**src/design/pbp_pkg.sv**
```systemverilog
`default_nettype none

package pbp_pkg;

  // Register offsets
  localparam logic [7:0] PBP_OFS_P7_OFFSET = 8'h1E;
  localparam logic [7:0] PBP_OFS_P8_GAIN = 8'h1F;
  localparam logic [7:0] PBP_OFS_P8_OFFSET = 8'h20;
  localparam logic [7:0] PBP_OFS_OCP_LOW = 8'h21;
  localparam logic [7:0] PBP_OFS_OCP_HIGH = 8'h22;
  localparam logic [7:0] PBP_OFS_SUMMED_OVERCURRENT_GUARD_DLY = 8'h23;
  localparam logic [7:0] PBP_OFS_SUMMED_OVERCURRENT_GUARD_ADJ = 8'h24;
  localparam logic [7:0] PBP_OFS_ABS_OVP = 8'h25;

  // Field positions
  localparam int PBP_OFFSET_LSB = 4;
  localparam int PBP_OFFSET_MSB = 6;
  localparam int PBP_SUMMED_OVERCURRENT_GUARD_DIR_BIT = 5;

  // Reset values
  localparam logic [2:0] PBP_RST_P8_GAIN = 3'h4;
  localparam logic [2:0] PBP_RST_OFFSET = 3'h0;
  localparam logic [1:0] PBP_RST_OCP_GAIN = 2'h0;
  localparam logic [1:0] PBP_RST_SUMMED_OVERCURRENT_GUARD_DLY = 2'h1;
  localparam logic [5:0] PBP_RST_SUMMED_OVERCURRENT_GUARD_ADJ = 6'h00;
  localparam logic [1:0] PBP_RST_ABS_OVP = 2'h0;

  // Summed over-current delay times and their cycle counts
  localparam int unsigned PBP_CLK_PERIOD_NS = 50;
  localparam int unsigned PBP_SUMMED_OVERCURRENT_GUARD_T0_NS = 112000;
  localparam int unsigned PBP_SUMMED_OVERCURRENT_GUARD_T1_NS = 56000;
  localparam int unsigned PBP_SUMMED_OVERCURRENT_GUARD_T2_NS = 28000;
  localparam int unsigned PBP_SUMMED_OVERCURRENT_GUARD_T3_NS = 14000;
  localparam logic [11:0] PBP_SUMMED_OVERCURRENT_GUARD_C0 = 12'(PBP_SUMMED_OVERCURRENT_GUARD_T0_NS / PBP_CLK_PERIOD_NS);
  localparam logic [11:0] PBP_SUMMED_OVERCURRENT_GUARD_C1 = 12'(PBP_SUMMED_OVERCURRENT_GUARD_T1_NS / PBP_CLK_PERIOD_NS);
  localparam logic [11:0] PBP_SUMMED_OVERCURRENT_GUARD_C2 = 12'(PBP_SUMMED_OVERCURRENT_GUARD_T2_NS / PBP_CLK_PERIOD_NS);
  localparam logic [11:0] PBP_SUMMED_OVERCURRENT_GUARD_C3 = 12'(PBP_SUMMED_OVERCURRENT_GUARD_T3_NS / PBP_CLK_PERIOD_NS);

  // Summed over-current limit in millivolts
  localparam logic [11:0] PBP_SUMMED_OVERCURRENT_GUARD_BASE_MV = 12'h898;
  localparam logic [11:0] PBP_SUMMED_OVERCURRENT_GUARD_STEP_MV = 12'h032;

  typedef struct packed {
    logic [2:0] p7_offset;
    logic [2:0] p8_gain;
    logic [2:0] p8_offset;
    logic [7:0][1:0] ocp_gain;
    logic [1:0] summed_overcurrent_guard_delay;
    logic summed_overcurrent_guard_dir;
    logic [4:0] summed_overcurrent_guard_offset;
    logic [1:0] abs_ovp;
  } pbp_cfg_t;

  typedef struct packed {
    logic [3:0] p7;
    logic [3:0] p8;
  } pbp_trim_t;

  localparam pbp_cfg_t PBP_CFG_RST = '{
    p7_offset: PBP_RST_OFFSET,
    p8_gain: PBP_RST_P8_GAIN,
    p8_offset: PBP_RST_OFFSET,
    ocp_gain: {8{PBP_RST_OCP_GAIN}},
    summed_overcurrent_guard_delay: PBP_RST_SUMMED_OVERCURRENT_GUARD_DLY,
    summed_overcurrent_guard_dir: PBP_RST_SUMMED_OVERCURRENT_GUARD_ADJ[5],
    summed_overcurrent_guard_offset: PBP_RST_SUMMED_OVERCURRENT_GUARD_ADJ[4:0],
    abs_ovp: PBP_RST_ABS_OVP
  };

  typedef enum logic [2:0] {
    PBP_ST_IDLE,
    PBP_ST_ADDR,
    PBP_ST_REG,
    PBP_ST_WR,
    PBP_ST_RD
  } pbp_state_t;

endpackage : pbp_pkg

`default_nettype wire

```
**src/design/pbp_config_regs.sv**
```systemverilog
// What this block does
// - The phase-8 balance gain is a three-bit code from 0.65x to 1.23x that resets to 100, meaning 1x.
// - Phase-7 offset bits 6:4 add on-time in 30mV steps over the reference input, resetting to 0.
// - Phase-8 offset bits 6:4 use the same 30mV-step encoding and also reset to 0.
// - Bits 3:0 of each offset register return the chip's factory trim and ignore writes.
// - Over-current gains for phases 1 to 4 sit two bits each in the low gain register, 00 = 1x.
// - Over-current gains for phases 5 to 8 sit two bits each in the high gain register.
// - The summed over-current guard waits 112, 56, 28 or 14us by code, with 56us after reset.
// - Bit 5 of the adjust register picks whether the offset raises (0) or lowers (1) the limit.
// - The summed over-current limit is 2.2V plus or minus the five-bit code times 50mV.
// - The absolute over-voltage code picks 2V, 1.8V, 2.2V or 2.4V, with 2V after reset.
`default_nettype none

module pbp_config_regs
  import pbp_pkg::*;
#(
  parameter logic [6:0] DEV_ADDR = 7'h2A // Arbitrary bus address
) (
  input wire logic i_ref_clk,
  input wire logic i_rst_b,
  input wire logic i_scl,
  input wire logic i_sda,
  input wire pbp_trim_t i_trim,
  input wire logic i_sum_over,
  output logic o_sda_out,
  output logic o_sda_oe,
  output pbp_cfg_t o_cfg,
  output logic [11:0] o_sum_limit_mv,
  output logic o_sum_trip
);

  pbp_state_t st_q;
  pbp_cfg_t cfg_q;
  logic scl_q;
  logic sda_q;
  logic [3:0] cnt_q;
  logic [7:0] sh_q;
  logic [7:0] tx_q;
  logic [7:0] ptr_q;
  logic ack_q;
  logic rw_q;
  logic mack_q;

  // Bus pins are taken as already synchronous, so one delayed copy finds edges
  wire logic scl_rise = i_scl & ~scl_q;
  wire logic scl_fall = ~i_scl & scl_q;
  wire logic bus_start = scl_q & i_scl & sda_q & ~i_sda;
  wire logic bus_stop = scl_q & i_scl & ~sda_q & i_sda;
  wire logic byte_done = scl_fall & (cnt_q == 4'h8) & ~ack_q;
  wire logic ack_end = scl_fall & ack_q;
  wire logic addr_hit = (sh_q[7:1] == DEV_ADDR);
  wire logic wr_fire = byte_done & (st_q == PBP_ST_WR);

  wire logic sel_p7_off = (ptr_q == PBP_OFS_P7_OFFSET);
  wire logic sel_p8_gain = (ptr_q == PBP_OFS_P8_GAIN);
  wire logic sel_p8_off = (ptr_q == PBP_OFS_P8_OFFSET);
  wire logic sel_ocp_lo = (ptr_q == PBP_OFS_OCP_LOW);
  wire logic sel_ocp_hi = (ptr_q == PBP_OFS_OCP_HIGH);
  wire logic sel_dly = (ptr_q == PBP_OFS_SUMMED_OVERCURRENT_GUARD_DLY);
  wire logic sel_adj = (ptr_q == PBP_OFS_SUMMED_OVERCURRENT_GUARD_ADJ);
  wire logic sel_ovp = (ptr_q == PBP_OFS_ABS_OVP);

  // Write strobes, one per register; unmapped offsets get none
  wire logic wr_p7_off = wr_fire & sel_p7_off;
  wire logic wr_p8_gain = wr_fire & sel_p8_gain;
  wire logic wr_p8_off = wr_fire & sel_p8_off;
  wire logic wr_ocp_lo = wr_fire & sel_ocp_lo;
  wire logic wr_ocp_hi = wr_fire & sel_ocp_hi;
  wire logic wr_dly = wr_fire & sel_dly;
  wire logic wr_adj = wr_fire & sel_adj;
  wire logic wr_ovp = wr_fire & sel_ovp;

  // Unmapped offsets and unused upper bits read as zero
  wire logic [7:0] rd_byte =
      ({8{sel_p7_off}} & {1'b0, cfg_q.p7_offset, i_trim.p7}) |
      ({8{sel_p8_gain}} & {5'h00, cfg_q.p8_gain}) |
      ({8{sel_p8_off}} & {1'b0, cfg_q.p8_offset, i_trim.p8}) |
      ({8{sel_ocp_lo}} & 8'(cfg_q.ocp_gain[3:0])) |
      ({8{sel_ocp_hi}} & 8'(cfg_q.ocp_gain[7:4])) |
      ({8{sel_dly}} & {6'h00, cfg_q.summed_overcurrent_guard_delay}) |
      ({8{sel_adj}} & {2'h0, cfg_q.summed_overcurrent_guard_dir, cfg_q.summed_overcurrent_guard_offset}) |
      ({8{sel_ovp}} & {6'h00, cfg_q.abs_ovp});

  always_ff @(posedge i_ref_clk or negedge i_rst_b) begin
    if (!i_rst_b) begin
      scl_q <= 1'b1;
      sda_q <= 1'b1;
    end else begin
      scl_q <= i_scl;
      sda_q <= i_sda;
    end
  end

  // Register writes; trim bits and unused upper bits are never stored
  always_ff @(posedge i_ref_clk or negedge i_rst_b) begin
    if (!i_rst_b) begin
      cfg_q <= PBP_CFG_RST;
    end else begin
      if (wr_p7_off) cfg_q.p7_offset <= sh_q[PBP_OFFSET_MSB:PBP_OFFSET_LSB];
      if (wr_p8_gain) cfg_q.p8_gain <= sh_q[2:0];
      if (wr_p8_off) cfg_q.p8_offset <= sh_q[PBP_OFFSET_MSB:PBP_OFFSET_LSB];
      if (wr_ocp_lo) cfg_q.ocp_gain[3:0] <= sh_q;
      if (wr_ocp_hi) cfg_q.ocp_gain[7:4] <= sh_q;
      if (wr_dly) cfg_q.summed_overcurrent_guard_delay <= sh_q[1:0];
      if (wr_adj) cfg_q.summed_overcurrent_guard_dir <= sh_q[PBP_SUMMED_OVERCURRENT_GUARD_DIR_BIT];
      if (wr_adj) cfg_q.summed_overcurrent_guard_offset <= sh_q[4:0];
      if (wr_ovp) cfg_q.abs_ovp <= sh_q[1:0];
    end
  end

  // Serial engine: bits are sampled on the SCL rise and driven after the fall
  always_ff @(posedge i_ref_clk or negedge i_rst_b) begin
    if (!i_rst_b) begin
      st_q <= PBP_ST_IDLE;
      cnt_q <= 4'h0;
      sh_q <= 8'h00;
      tx_q <= 8'h00;
      ptr_q <= 8'h00;
      ack_q <= 1'b0;
      rw_q <= 1'b0;
      mack_q <= 1'b0;
      o_sda_oe <= 1'b0;
    end else if (bus_start) begin
      st_q <= PBP_ST_ADDR;
      cnt_q <= 4'h0;
      ack_q <= 1'b0;
      o_sda_oe <= 1'b0;
    end else if (bus_stop) begin
      st_q <= PBP_ST_IDLE;
      ack_q <= 1'b0;
      o_sda_oe <= 1'b0;
    end else begin
      if (scl_rise && !ack_q && st_q != PBP_ST_IDLE && st_q != PBP_ST_RD) begin
        sh_q <= {sh_q[6:0], i_sda};
        cnt_q <= cnt_q + 4'h1;
      end
      if (scl_rise && ack_q && st_q == PBP_ST_RD) begin
        mack_q <= ~i_sda;
      end
      unique case (st_q)
        PBP_ST_IDLE: begin
          o_sda_oe <= 1'b0;
        end
        PBP_ST_ADDR, PBP_ST_REG, PBP_ST_WR: begin
          if (byte_done) begin
            if (st_q == PBP_ST_ADDR && !addr_hit) begin
              st_q <= PBP_ST_IDLE;
            end else begin
              ack_q <= 1'b1;
              o_sda_oe <= 1'b1;
            end
            if (st_q == PBP_ST_ADDR) rw_q <= sh_q[0];
            if (st_q == PBP_ST_REG) ptr_q <= sh_q;
            if (st_q == PBP_ST_WR) ptr_q <= ptr_q + 8'h01;
          end else if (ack_end) begin
            ack_q <= 1'b0;
            cnt_q <= 4'h0;
            o_sda_oe <= 1'b0;
            if (st_q == PBP_ST_ADDR && rw_q) begin
              st_q <= PBP_ST_RD;
              tx_q <= {rd_byte[6:0], 1'b0};
              o_sda_oe <= ~rd_byte[7];
              ptr_q <= ptr_q + 8'h01;
              cnt_q <= 4'h1;
            end else if (st_q == PBP_ST_ADDR) begin
              st_q <= PBP_ST_REG;
            end else begin
              st_q <= PBP_ST_WR;
            end
          end
        end
        PBP_ST_RD: begin
          if (scl_fall && !ack_q && cnt_q != 4'h8) begin
            o_sda_oe <= ~tx_q[7];
            tx_q <= {tx_q[6:0], 1'b0};
            cnt_q <= cnt_q + 4'h1;
          end else if (byte_done) begin
            ack_q <= 1'b1;
            o_sda_oe <= 1'b0;
          end else if (ack_end) begin
            ack_q <= 1'b0;
            // A master NACK ends the read; the pointer has already moved on
            if (mack_q) begin
              tx_q <= {rd_byte[6:0], 1'b0};
              o_sda_oe <= ~rd_byte[7];
              ptr_q <= ptr_q + 8'h01;
              cnt_q <= 4'h1;
            end else begin
              st_q <= PBP_ST_IDLE;
            end
          end
        end
      endcase
    end
  end

  always_ff @(posedge i_ref_clk or negedge i_rst_b) begin
    if (!i_rst_b) begin
      o_sda_out <= 1'b0;
      o_cfg <= PBP_CFG_RST;
    end else begin
      o_sda_out <= 1'b0;
      o_cfg <= cfg_q;
    end
  end

  pbp_sum_guard u_sum_guard (
    .i_ref_clk(i_ref_clk),
    .i_rst_b(i_rst_b),
    .i_over(i_sum_over),
    .i_delay(cfg_q.summed_overcurrent_guard_delay),
    .i_dir(cfg_q.summed_overcurrent_guard_dir),
    .i_offset(cfg_q.summed_overcurrent_guard_offset),
    .o_limit_mv(o_sum_limit_mv),
    .o_trip(o_sum_trip)
  );

endmodule : pbp_config_regs

`default_nettype wire

```
**src/design/pbp_sum_guard.sv**
```systemverilog
`default_nettype none

module pbp_sum_guard
  import pbp_pkg::*;
(
  input wire logic i_ref_clk,
  input wire logic i_rst_b,
  input wire logic i_over,
  input wire logic [1:0] i_delay,
  input wire logic i_dir,
  input wire logic [4:0] i_offset,
  output logic [11:0] o_limit_mv,
  output logic o_trip
);

  logic [11:0] cnt_q;
  wire logic [11:0] dly_cycles;
  wire logic [11:0] step_mv;

  assign dly_cycles = (i_delay == 2'h0) ? PBP_SUMMED_OVERCURRENT_GUARD_C0 :
                      (i_delay == 2'h1) ? PBP_SUMMED_OVERCURRENT_GUARD_C1 :
                      (i_delay == 2'h2) ? PBP_SUMMED_OVERCURRENT_GUARD_C2 : PBP_SUMMED_OVERCURRENT_GUARD_C3;
  assign step_mv = 12'(i_offset * PBP_SUMMED_OVERCURRENT_GUARD_STEP_MV);

  // Trip only after the excess has lasted the whole delay; any dip restarts it
  always_ff @(posedge i_ref_clk or negedge i_rst_b) begin
    if (!i_rst_b) begin
      cnt_q <= 12'h000;
      o_trip <= 1'b0;
    end else if (!i_over) begin
      cnt_q <= 12'h000;
      o_trip <= 1'b0;
    end else if (cnt_q == dly_cycles - 12'h001) begin
      o_trip <= 1'b1;
    end else begin
      cnt_q <= cnt_q + 12'h001;
    end
  end

  always_ff @(posedge i_ref_clk or negedge i_rst_b) begin
    if (!i_rst_b) begin
      o_limit_mv <= PBP_SUMMED_OVERCURRENT_GUARD_BASE_MV;
    end else begin
      o_limit_mv <= i_dir ? PBP_SUMMED_OVERCURRENT_GUARD_BASE_MV - step_mv : PBP_SUMMED_OVERCURRENT_GUARD_BASE_MV + step_mv;
    end
  end

endmodule : pbp_sum_guard

`default_nettype wire

```
**config.mk**
```make
export PLATFORM = sky130hd
export DESIGN_NAME = pbp_config_regs
export DESIGN_NICKNAME = d
export VERILOG_FILES = /design/src/design/pbp_pkg.sv /design/src/design/pbp_config_regs.sv /design/src/design/pbp_sum_guard.sv
export SDC_FILE = /design/constraint.sdc
export NUM_CORES = 1
export LEC_CHECK = 0
export BUFFER_PORTS_ARGS = -buffer_cell sky130_fd_sc_hd__buf_2
export CORE_MARGIN = 2
export CORE_UTILIZATION = 55
export CTS_CLUSTER_DIAMETER = 120
export DETAILED_ROUTE_END_ITERATION = 6
export GPL_ROUTABILITY_DRIVEN = 0
export PLACE_DENSITY = 0.71
export SETUP_SLACK_MARGIN = 0.4
export SLEW_MARGIN = 15
export SYNTH_ARGS = -nofsm -noshare
export SYNTH_HDL_FRONTEND = slang
export SYNTH_HIERARCHICAL = 1
export SYNTH_SLANG_ARGS = --single-unit
```
**constraint.sdc**
```tcl
create_clock -name i_ref_clk -period 3.4 [get_ports i_ref_clk]
set_input_delay 0.17 -clock i_ref_clk [delete_from_list [all_inputs] [get_ports i_ref_clk]]
set_output_delay 0.17 -clock i_ref_clk [all_outputs]
set_load 0.05 [all_outputs]
```
# [Word-level counts from Yosys, hierarchy flattened]
# Index checks and enable logic that the tools add are counted.
# Widths: inputs -> output; s select.
[word_totals] register_bits=132 input_bits=13 out_inout_bits=50 word_cells=230
[classes] n_addsub=6 mul=1 eq_ne=44 mux=67 n_bitwise=43 reduce_logical=25
[op_table] op="$mux 8" n=16
[op_table] op="$mux 12" n=5
[op_table] op="$or 8x8->8" n=7
[op_table] op="$eq 8x6->1 const B" n=6
[op_table] op="$mux 4" n=9
[op_table] op="$pmux 8 s2" n=2
[op_table] op="$mux 3" n=10
[op_table] op="$ne 4x4->1 const B" n=6
[op_table] op="$mux 1" n=20
[op_table] op="$and 1x1->1" n=19
[op_table] op="$ne 2x2->1 const B" n=9
[op_table] op="$and 8x2->8" n=2
[op_table] op="$and 8x7->8" n=2
[op_table] op="$and 8x8->8" n=2
[op_table] op="$eq 8x5->1 const B" n=2
[op_table] op="$ne 5x5->1 const B" n=3
[op_table] op="$add 12x1->12 const B" n=1
[op_table] op="$add 12x11->12 const A" n=1
[op_table] op="$eq 12x12->1" n=1
[op_table] op="$ne 6x5->1 const B" n=2
[op_table] op="$sub 12x1->12 const B" n=1
[op_table] op="$sub 12x11->12 const A" n=1
[op_table] op="$mul 5x5->10 const B" n=1
[op_table] op="$mux 10" n=1
[op_table] op="other kinds (33)" n=57

# [Logic depth before layout (Yosys ltp)]
# Gate-level depths: netlist (run 1).
[logic_depth] ltp_word=17 mapped_depth=11 ltp_nobuf=11

# [Modules after synthesis]
# The synthesis (run 1) kept the hierarchy.
[modules_own_cells] mod="pbp_config_regs" instances=1 cells_each=417 area_per_inst_um2=4917.2 seq_area_each_um2=2660.1
[modules_own_cells] mod="pbp_sum_guard" instances=1 cells_each=179 area_per_inst_um2=1736.7 seq_area_each_um2=605.6

# [Least setup slack after synthesis (run 1)]
# OpenSTA, ideal clock, no wires.
[synth_path] path_kind="reg2reg" start="register cfg_q[2] (netlist name)" end="register u_sum_guard.o_limit_mv[10]" setup_ps=79 arrival_time_ps=2565 required_ps=3321 path_slack_ps=755 stages_incl_launch_ff=11 n_path_buf=0 period_less_slack_ps=2645 path_cell_list="dfrtp_1 inv_1 ha_1 ha_1 ha_1 fa_1 a31oi_1 xor2_1 a21oi_1 o211ai_1 xor2_1"
[synth_between] elab_chain_cells=3 elab_cells_between_ends=4 classes_between="add/sub: 2; mul: 1; mux: 1"
[synth_lines] item="start: declaration" line_no="pbp_config_regs.sv:33" rtl="pbp_cfg_t cfg_q;"
[synth_lines] item="$mul 5x5->10 *" line_no="pbp_sum_guard.sv:23" rtl="assign step_mv = 12'(i_offset * PBP_SUMMED_OVERCURRENT_GUARD_STEP_MV);"
[synth_lines] item="$add 12x11->12 or $sub 12x11->12 (tied branches)" line_no="pbp_sum_guard.sv:44" rtl="o_limit_mv <= i_dir ? PBP_SUMMED_OVERCURRENT_GUARD_BASE_MV - step_mv : PBP_SUMMED_OVERCURRENT_GUARD_BASE_MV + ..."
[synth_lines] item="$mux 12 *" line_no="pbp_sum_guard.sv:44"
[synth_lines] item="end signal: assignment" line_no="pbp_sum_guard.sv:44"
[synth_lines] item="end: declaration" line_no="pbp_sum_guard.sv:12" rtl="output logic [11:0] o_limit_mv,"
# Every way passes the cells marked *; elsewhere a longest branch is shown, timed or not.
# A chain may end at the register's enable or synchronous reset.

# [Worst setup path in the final report (run 1)]
# Ends and elaborated chain as after synthesis.

==> results of run 1 <==
-- logic make-up after synthesis --
kind of cell	Yosys count	synth area share, %
AOI/OAI and AO/OA	131	13.24
xor gates and xnor gates	26	3.422
adders and majority gates	29	5.566
buffers and inverters	54	3.967
DFF	130	49.08
muxes	56	10.34
other	2	0.1129
and+or+nand+nor	168	14.27
-- metrics by stage --
step | hold slack (ns) | power [mW] | setup WS (ns)
after detailed placement | 0.3365 | 2.283 | 0.4796
after global placement | 0.3332 | 2.256 | 0.6251
after CTS | 0.07667 | 4.170 | 0.5135
after global routing | 0.09914 | 4.303 | 0.3350
after floorplan | -0.1256 | 2.105 | 0.7554
final | 0.07976 | 4.155 | 0.5392
-- layout by cell type, fill, tap and decap left out, drive strengths merged, types with 5 or more instances in the layout --
master	count
o21ai	32
inv	18
nand3	19
clkbuf	22
o22ai	5
nor2b	10
clkinv	5
o21a	8
buf	64
nand4	8
nand3b	5
mux2	51
ha	28
nand2	42
nor2	30
dfrtp	120
xnor2	19
and3	11
dfstp	10
a21oi	23
o211ai	5
and2	10
nor3	5
mux2i	5
nand2b	6
a31oi	8
o31ai	10
a22oi	6
xor2	7
-- worst max path at each step --
stage	start	to	slack [ns]	depth (start not counted)
2_1_floorplan	cfg_q[2]$_DFFE_PN0P_	u_sum_guard/o_limit_mv[10]$_DFF_PN0_	0.76	10
3_3_place_gp	cfg_q[2]$_DFFE_PN0P_	u_sum_guard/o_limit_mv[10]$_DFF_PN0_	0.63	10
3_5_place_dp	cfg_q[2]$_DFFE_PN0P_	u_sum_guard/o_limit_mv[10]$_DFF_PN0_	0.48	10
4_1_cts	cfg_q[2]$_DFFE_PN0P_	u_sum_guard/o_limit_mv[10]$_DFF_PN0_	0.51	10
5_1_grt	cfg_q[2]$_DFFE_PN0P_	u_sum_guard/o_limit_mv[9]$_DFF_PN0_	0.34	10
6_report	cfg_q[2]$_DFFE_PN0P_	u_sum_guard/o_limit_mv[10]$_DFF_PN0_	0.54	10
-- sequential cells by signal (all words and copies together), names as in the netlist --
| register | cells |
|---|---|
| cfg_q | 35 |
| o_sda_oe | 1 |
| st_q | 3 |
| u_sum_guard/o_trip | 1 |
| u_sum_guard/o_limit_mv | 11 |
| rw_q | 1 |
| mack_q | 1 |
| cnt_q | 4 |
| tx_q | 7 |
| scl_q | 1 |
| sda_q | 1 |
| ptr_q | 8 |
| ack_q | 1 |
| sh_q | 8 |
| o_cfg | 35 |
| u_sum_guard/cnt_q | 12 |
-- final cells by class --
| cell class | instances | area [sq um] |
|---|---|---|
| tap | 147 | 183.9 |
| clock inverter | 10 | 130.1 |
| inverter | 18 | 67.56 |
| clock buffer | 22 | 484.2 |
| timing repair buffer | 67 | 375.4 |
| multi-input combinational | 412 | 3131 |
| fill | 938 | 4274 |
| sequential | 130 | 3266 |
-- synth_stat cells (15+ instances only) --
cell,instances,area share (%)
dfrtp_1,120,45
mux2_4,17,3.8
mux2_2,34,5.8
nand3_1,19,1.4
nand2_1,38,2.1
o21ai_0,28,2.1
nor2_1,29,1.6
inv_1,18,1.0
a21oi_1,23,1.7
xnor2_1,19,2.5
ha_1,28,5.3
clkbuf_1,15,0.85
-- power groups by stage --
stage,Sequential (mW),Clock [mW],Combinational (mW)
2_1_floorplan,1.72,0,0.380
3_3_place_gp,1.83,0,0.425
3_5_place_dp,1.84,0,0.443
4_1_cts,1.81,1.91,0.450
5_1_grt,1.83,1.97,0.498
6_report,1.82,1.88,0.449
-- routing by layer --
metal	GRT usage, %	vias to the layer above	wire length [um]
li1	-	2245	-
met1	32.06	2437	6562
met2	36.51	158	6848
met3	5.685	25	762
met4	9.512	0	293
met5	0	-	0
-- what timing repair did --
action,4_1_cts,5_1_grt
hold endpoints to repair,68,0
hold buffers,3,0
gates resized for setup,0,1
endpoints found under the setup margin,0,3
-- critical path: cells and delay by family, from the launching register on --
| family | cells | cell delay (ns) |
|---|---|---|
| flip-flops | 1 | 0.46 |
| XOR/XNOR | 2 | 0.39 |
| AO/OA/AOI/OAI | 3 | 0.59 |
| buffers and inverters | 1 | 0.09 |
| adder cells (fa/ha/maj) | 4 | 1.25 |
==> run metrics, run 1 <==
run status completed; layout cells sized above 1 25.64%; ys async rst share 100.0%; final wirelength 14470 um; Setup TNS Final 0 ns; CTS tree built; vias in the first global route 4720; wire per inst 17.95 um; HP Start i_sum_over; area post-placement 6987 sq um; die area 12990 sq um; Clock Skew 0.006072 ns; crit path kind reg2reg; internal power 3.034 mW; Max H-tree Level 4; Clock Power Share 45.3%; DRT iter0 DRCs 365; GRT Residual Overflow 0; achievable frequency 349.6 MHz; Register-to-Register Setup Slack 0.54 ns; Worst EP arrival 3.21 ns; placed insts 771; unrepaired setup endpoints after global routing yes; gr usage total 23.52%; CP cell instances inv_1, ha_1, ha_1, ha_1, fa_1, a31oi_2, xor2_1, a21oi_1, o211ai_1, xor2_1; Via density 6.036; Syn. warnings 6; maximum vdd drop 360.8 uV; via count 4865; CP peak stage delay 0.46 ns; HP Class in2reg; Lkg Pwr 3.770 nW; # setup viols final 0; die height 114.0 um; setup bufs post-CTS 0; number of flops mapped to enable cells by yosys 0; period utilisation layout 84.14%; Antenna Nets Post-Route 0; CP Data Required Time 3.75 ns; num rows 40; top_reg_cell synth dfrtp_1; CP most frequent cell ha_1; Longest Clk Path Bufs 2; area grow syn2layout 14.78%; Clk pin slew, worst setup/hold paths 0.06 ns; global-route wire length before repair 23670 um; R2R depth 10; cells after synthesis 596; Initial Util 55.86%; nets@finish 688; Least-Margin Pin Slew 0.9087 ns; Die W 114.0 um; Net Sw Frac 26.99%; Cell Count, Final, Fillers Out 806; hold path depth 2; First-pass DRT Iterations 5; synthesized area 6654 sq um; FF-to-FF End u_sum_guard/o_limit_mv[10]$_DFF_PN0_; PwrDens 544.1 nW/um^2; Final Util 64.12%; slowest CP cell dfrtp_1; pin count of the biggest net entering global routing 72; #FFs+latches synth 130; Core Area 11910 sq um; Comb pwr share 10.8%; drc violations 0; min cycle time layout 2.861 ns; cts bufs inserted 17; hold endpoint u_sum_guard/o_trip$_DFFE_PN0P_; I/O Buffers 60; post-route cell area 7637 sq um; element type at the critical path start flip-flop; antenna violations before repair 0; maxcap violations 0; post-synthesis cell type count 78; DP Wirelength 9919 um; n_diodes 0; Root Buffer clkbuf_16; CP Capture Type flip-flop; slew margin rel. 39.42%; syn nets 638; Clk Latency, worst-skew pair 0.42 ns; worst reg2reg path startpoint cfg_q[2]$_DFFE_PN0P_; IO Pins 63; share of power burned in registers 43.9%; P_sw 1.121 mW; sequential share of the synthesized area 49.08%; Slew Limit Fails 0; crit-path max FO 8; clock sinks 130; synthesized area per cell 11.16 sq um; Final Hold Fails 0
(Power assumes the default switching activity.)
==> inputs of run 2 (changes only) <==
--- a/config.mk
+++ b/config.mk
@@ -7,11 +7,11 @@
 export LEC_CHECK = 0
 export BUFFER_PORTS_ARGS = -buffer_cell sky130_fd_sc_hd__buf_2
 export CORE_MARGIN = 2
-export CORE_UTILIZATION = 55
+export CORE_UTILIZATION = 54
 export CTS_CLUSTER_DIAMETER = 120
 export DETAILED_ROUTE_END_ITERATION = 6
 export GPL_ROUTABILITY_DRIVEN = 0
-export PLACE_DENSITY = 0.71
+export PLACE_DENSITY = 0.73
 export SETUP_SLACK_MARGIN = 0.4
 export SLEW_MARGIN = 15
 export SYNTH_ARGS = -nofsm -noshare
==> constraint.sdc (replaced) <==
create_clock -name i_ref_clk -period 2.34 [get_ports i_ref_clk]
set_input_delay 0.117 -clock i_ref_clk [delete_from_list [all_inputs] [get_ports i_ref_clk]]
set_output_delay 0.117 -clock i_ref_clk [all_outputs]
set_load 0.05 [all_outputs]
==> run 2 against run 1 <==
The run now ends with negative setup slack left. Via count up 10%. Count of clock-buffer cells in the layout fell by 1. Critical path depth did not move. Die area increased by 1.8%. Clock power grew 46%. Maximum frequency grew 14%. Final cell count grew 8.8%. Clock skew is essentially flat. Sequential share of layout area fell by 6.5 points. Register-to-register slack worse by 0.70 ns. Wire length increased by 25%. Total power increased by 52%. Critical path type unchanged.
==> run metrics, run 2 (synthesized netlist as in run 1, its figures left out) <==
CP most frequent cell ha_4 (was ha_1); HP Class in2reg (unchanged); R2R depth 10 (unchanged); fillers 747 (was 938); n_diodes 0 (unchanged); Setup crit start cfg_q[3]$_DFFE_PN0P_ (was cfg_q[2]$_DFFE_PN0P_); CP cell instances inv_2, ha_4, ha_4, ha_4, fa_2, a31oi_4, xor2_2, a21oi_1, o211ai_1, xor2_1 (was inv_1, ha_1, ha_1, ha_1, fa_1, a31oi_2, xor2_1, a21oi_1, o211ai_1, xor2_1); DRT iter0 DRCs 615 (was 365); most frequent cells in the layout dfrtp_1, buf_2, buf_4, mux2_4, nand2_1 (was dfrtp_1, buf_2, nand2_1, mux2_2, nor2_1); die height 115.0 um (was 114.0 um); family with the most delay on the worst path adder cells (unchanged); Least-Margin Pin Slew 0.6952 ns (was 0.9087 ns); post-route cell area 9032 sq um (was 7637 sq um); crit-path max FO 3 (was 8); antenna violations before repair 0 (unchanged); IO Pins 63 (unchanged); via count 5351 (was 4865); WP buf/inv 1 (unchanged); Antenna Nets Post-Route 0 (unchanged); Root Buffer clkbuf_16 (unchanged); crit path to u_sum_guard/o_limit_mv[10]$_DFF_PN0_ (unchanged); num rows 40 (unchanged); cts bufs inserted 17 (unchanged); slew margin rel. 53.65% (was 39.42%); failing checks negative setup slack; achievable frequency 399.3 MHz (was 349.6 MHz); Core Area 12010 sq um (was 11910 sq um); drc violations 0 (unchanged); unrepaired setup endpoints after global routing yes (unchanged); min cycle time layout 2.505 ns (was 2.861 ns); CTS tree built (unchanged); CP Data Required Time 2.69 ns (was 3.75 ns); First-pass DRT Iterations 5 (unchanged); FF/Latch Area 3276 sq um (was 3266 sq um); multi-input logic area 3859 sq um (was 3131 sq um); vias in the first global route 5079 (was 4720); I/O Buffers 60 (unchanged); clock sinks 130 (unchanged); area grow syn2layout 35.75% (was 14.78%); area post-placement 7422 sq um (was 6987 sq um); Final Hold Fails 0 (unchanged); worst reg2reg path startpoint cfg_q[3]$_DFFE_PN0P_ (was cfg_q[2]$_DFFE_PN0P_); Register-to-Register Setup Slack -0.16 ns (was 0.54 ns); CP Capture Type flip-flop (unchanged); gr usage total 27.20% (was 23.52%); PwrDens 701.2 nW/um^2 (was 544.1 nW/um^2); Final Power 6.333 mW (was 4.155 mW); maximum vdd drop 566.8 uV (was 360.8 uV); most common cell after layout, fill and taps aside dfrtp_1 (unchanged); DP Wirelength 10700 um (was 9919 um); period utilisation layout 107.0% (was 84.14%); Clk pin slew, worst setup/hold paths 0.06 ns (about the same); die area 13230 sq um (was 12990 sq um); CP peak stage delay 0.39 ns (was 0.46 ns); GRT Residual Overflow 0 (unchanged); Via density 6.101 (was 6.036); pin count of the biggest net entering global routing 51 (was 72); maxcap violations 0 (unchanged); Lkg Pwr 4.225 nW (was 3.770 nW); FF-to-FF End u_sum_guard/o_limit_mv[10]$_DFF_PN0_ (unchanged); final wirelength 18020 um (was 14470 um); leading registers by flop count cfg_q: 35 flops, o_cfg: 35 flops, u_sum_guard/cnt_q: 12 flops (unchanged); Slew Limit Fails 0 (unchanged); slowest CP cell dfrtp_1 (unchanged); wire per inst 20.55 um (was 17.95 um); Clk Latency, worst-skew pair 0.43 ns (was 0.42 ns); HP Start i_sum_over (unchanged); run status finished with violations (was completed); Max H-tree Level 4 (unchanged); # setup viols final 4 (was 0); nets@finish 759 (was 688); Initial Util 55.40% (was 55.86%); Worst EP arrival 2.86 ns (was 3.21 ns); Clock Skew 0.006388 ns (was 0.006072 ns); global-route wire length before repair 27580 um (was 23670 um); layout cells sized above 1 46.58% (was 25.64%); Longest Clk Path Bufs 2 (unchanged); element type at the critical path start flip-flop (unchanged); Die W 115.0 um (was 114.0 um); CP Depth 10 (unchanged); slack of the critical path -0.1646 ns (was 0.5392 ns); crit path kind reg2reg (unchanged)
==> run 2: worst min path at each step <==
stage,to,depth (start not counted)
2_1_floorplan,ack_q$_DFFE_PN0P_,0
3_3_place_gp,u_sum_guard/o_limit_mv[8]$_DFF_PN0_,1
3_5_place_dp,u_sum_guard/o_limit_mv[8]$_DFF_PN0_,1
4_1_cts,u_sum_guard/o_trip$_DFFE_PN0P_,2
5_1_grt,u_sum_guard/o_trip$_DFFE_PN0P_,2
6_report,u_sum_guard/o_trip$_DFFE_PN0P_,2
==> run 2: area by class of cell <==
class,count,share of cell area [%]
multi-input combinational,412,42.72
sequential,130,36.27
timing repair buffer,138,11.44
clock buffer,21,5.098
tap,147,2.036
clock inverter,11,1.690
inverter,18,0.7480
==> run 2: repair_timing <==
action | CTS | global route
hold endpoints to repair | 46 | 0
resized for setup | 64 | 96
setup buffers | 12 | 18
hold buffers | 3 | 0
gates cloned | 0 | 1
pin swaps | 28 | 30
endpoints found under the setup margin | 62 | 68
==> run 2: per-layer routing <==
layer	wire, um	GRT usage [%]
met1	7639	36.69
met2	8967	43.65
met3	1004	5.535
met4	406	10.52
met5	0	0
==> run 2: stage by stage <==
step	instances	util [%]	setup TNS, ns	hold slack, ns	worst slack [ns]
floorplan	596	-	-0.3571	-0.1786	-0.1342
global placement	811	61.79	-0.1483	0.1826	-0.1017
detailed placement	811	61.79	-0.4186	0.2014	-0.2179
CTS	858	70.30	-0.1567	0.03042	-0.07651
global route	877	75.20	-0.6875	0.04996	-0.2479
finish	877	75.20	-0.3939	0.03367	-0.1646
==> run 2: report_power, final <==
| part | internal (mW) | total [mW] | switching [mW] |
|---|---|---|---|
| Combinational | 0.417 | 0.992 | 0.575 |
| Sequential | 2.38 | 2.60 | 0.219 |
| Clock | 1.74 | 2.75 | 1.01 |
| Total | 4.53 | 6.33 | 1.80 |
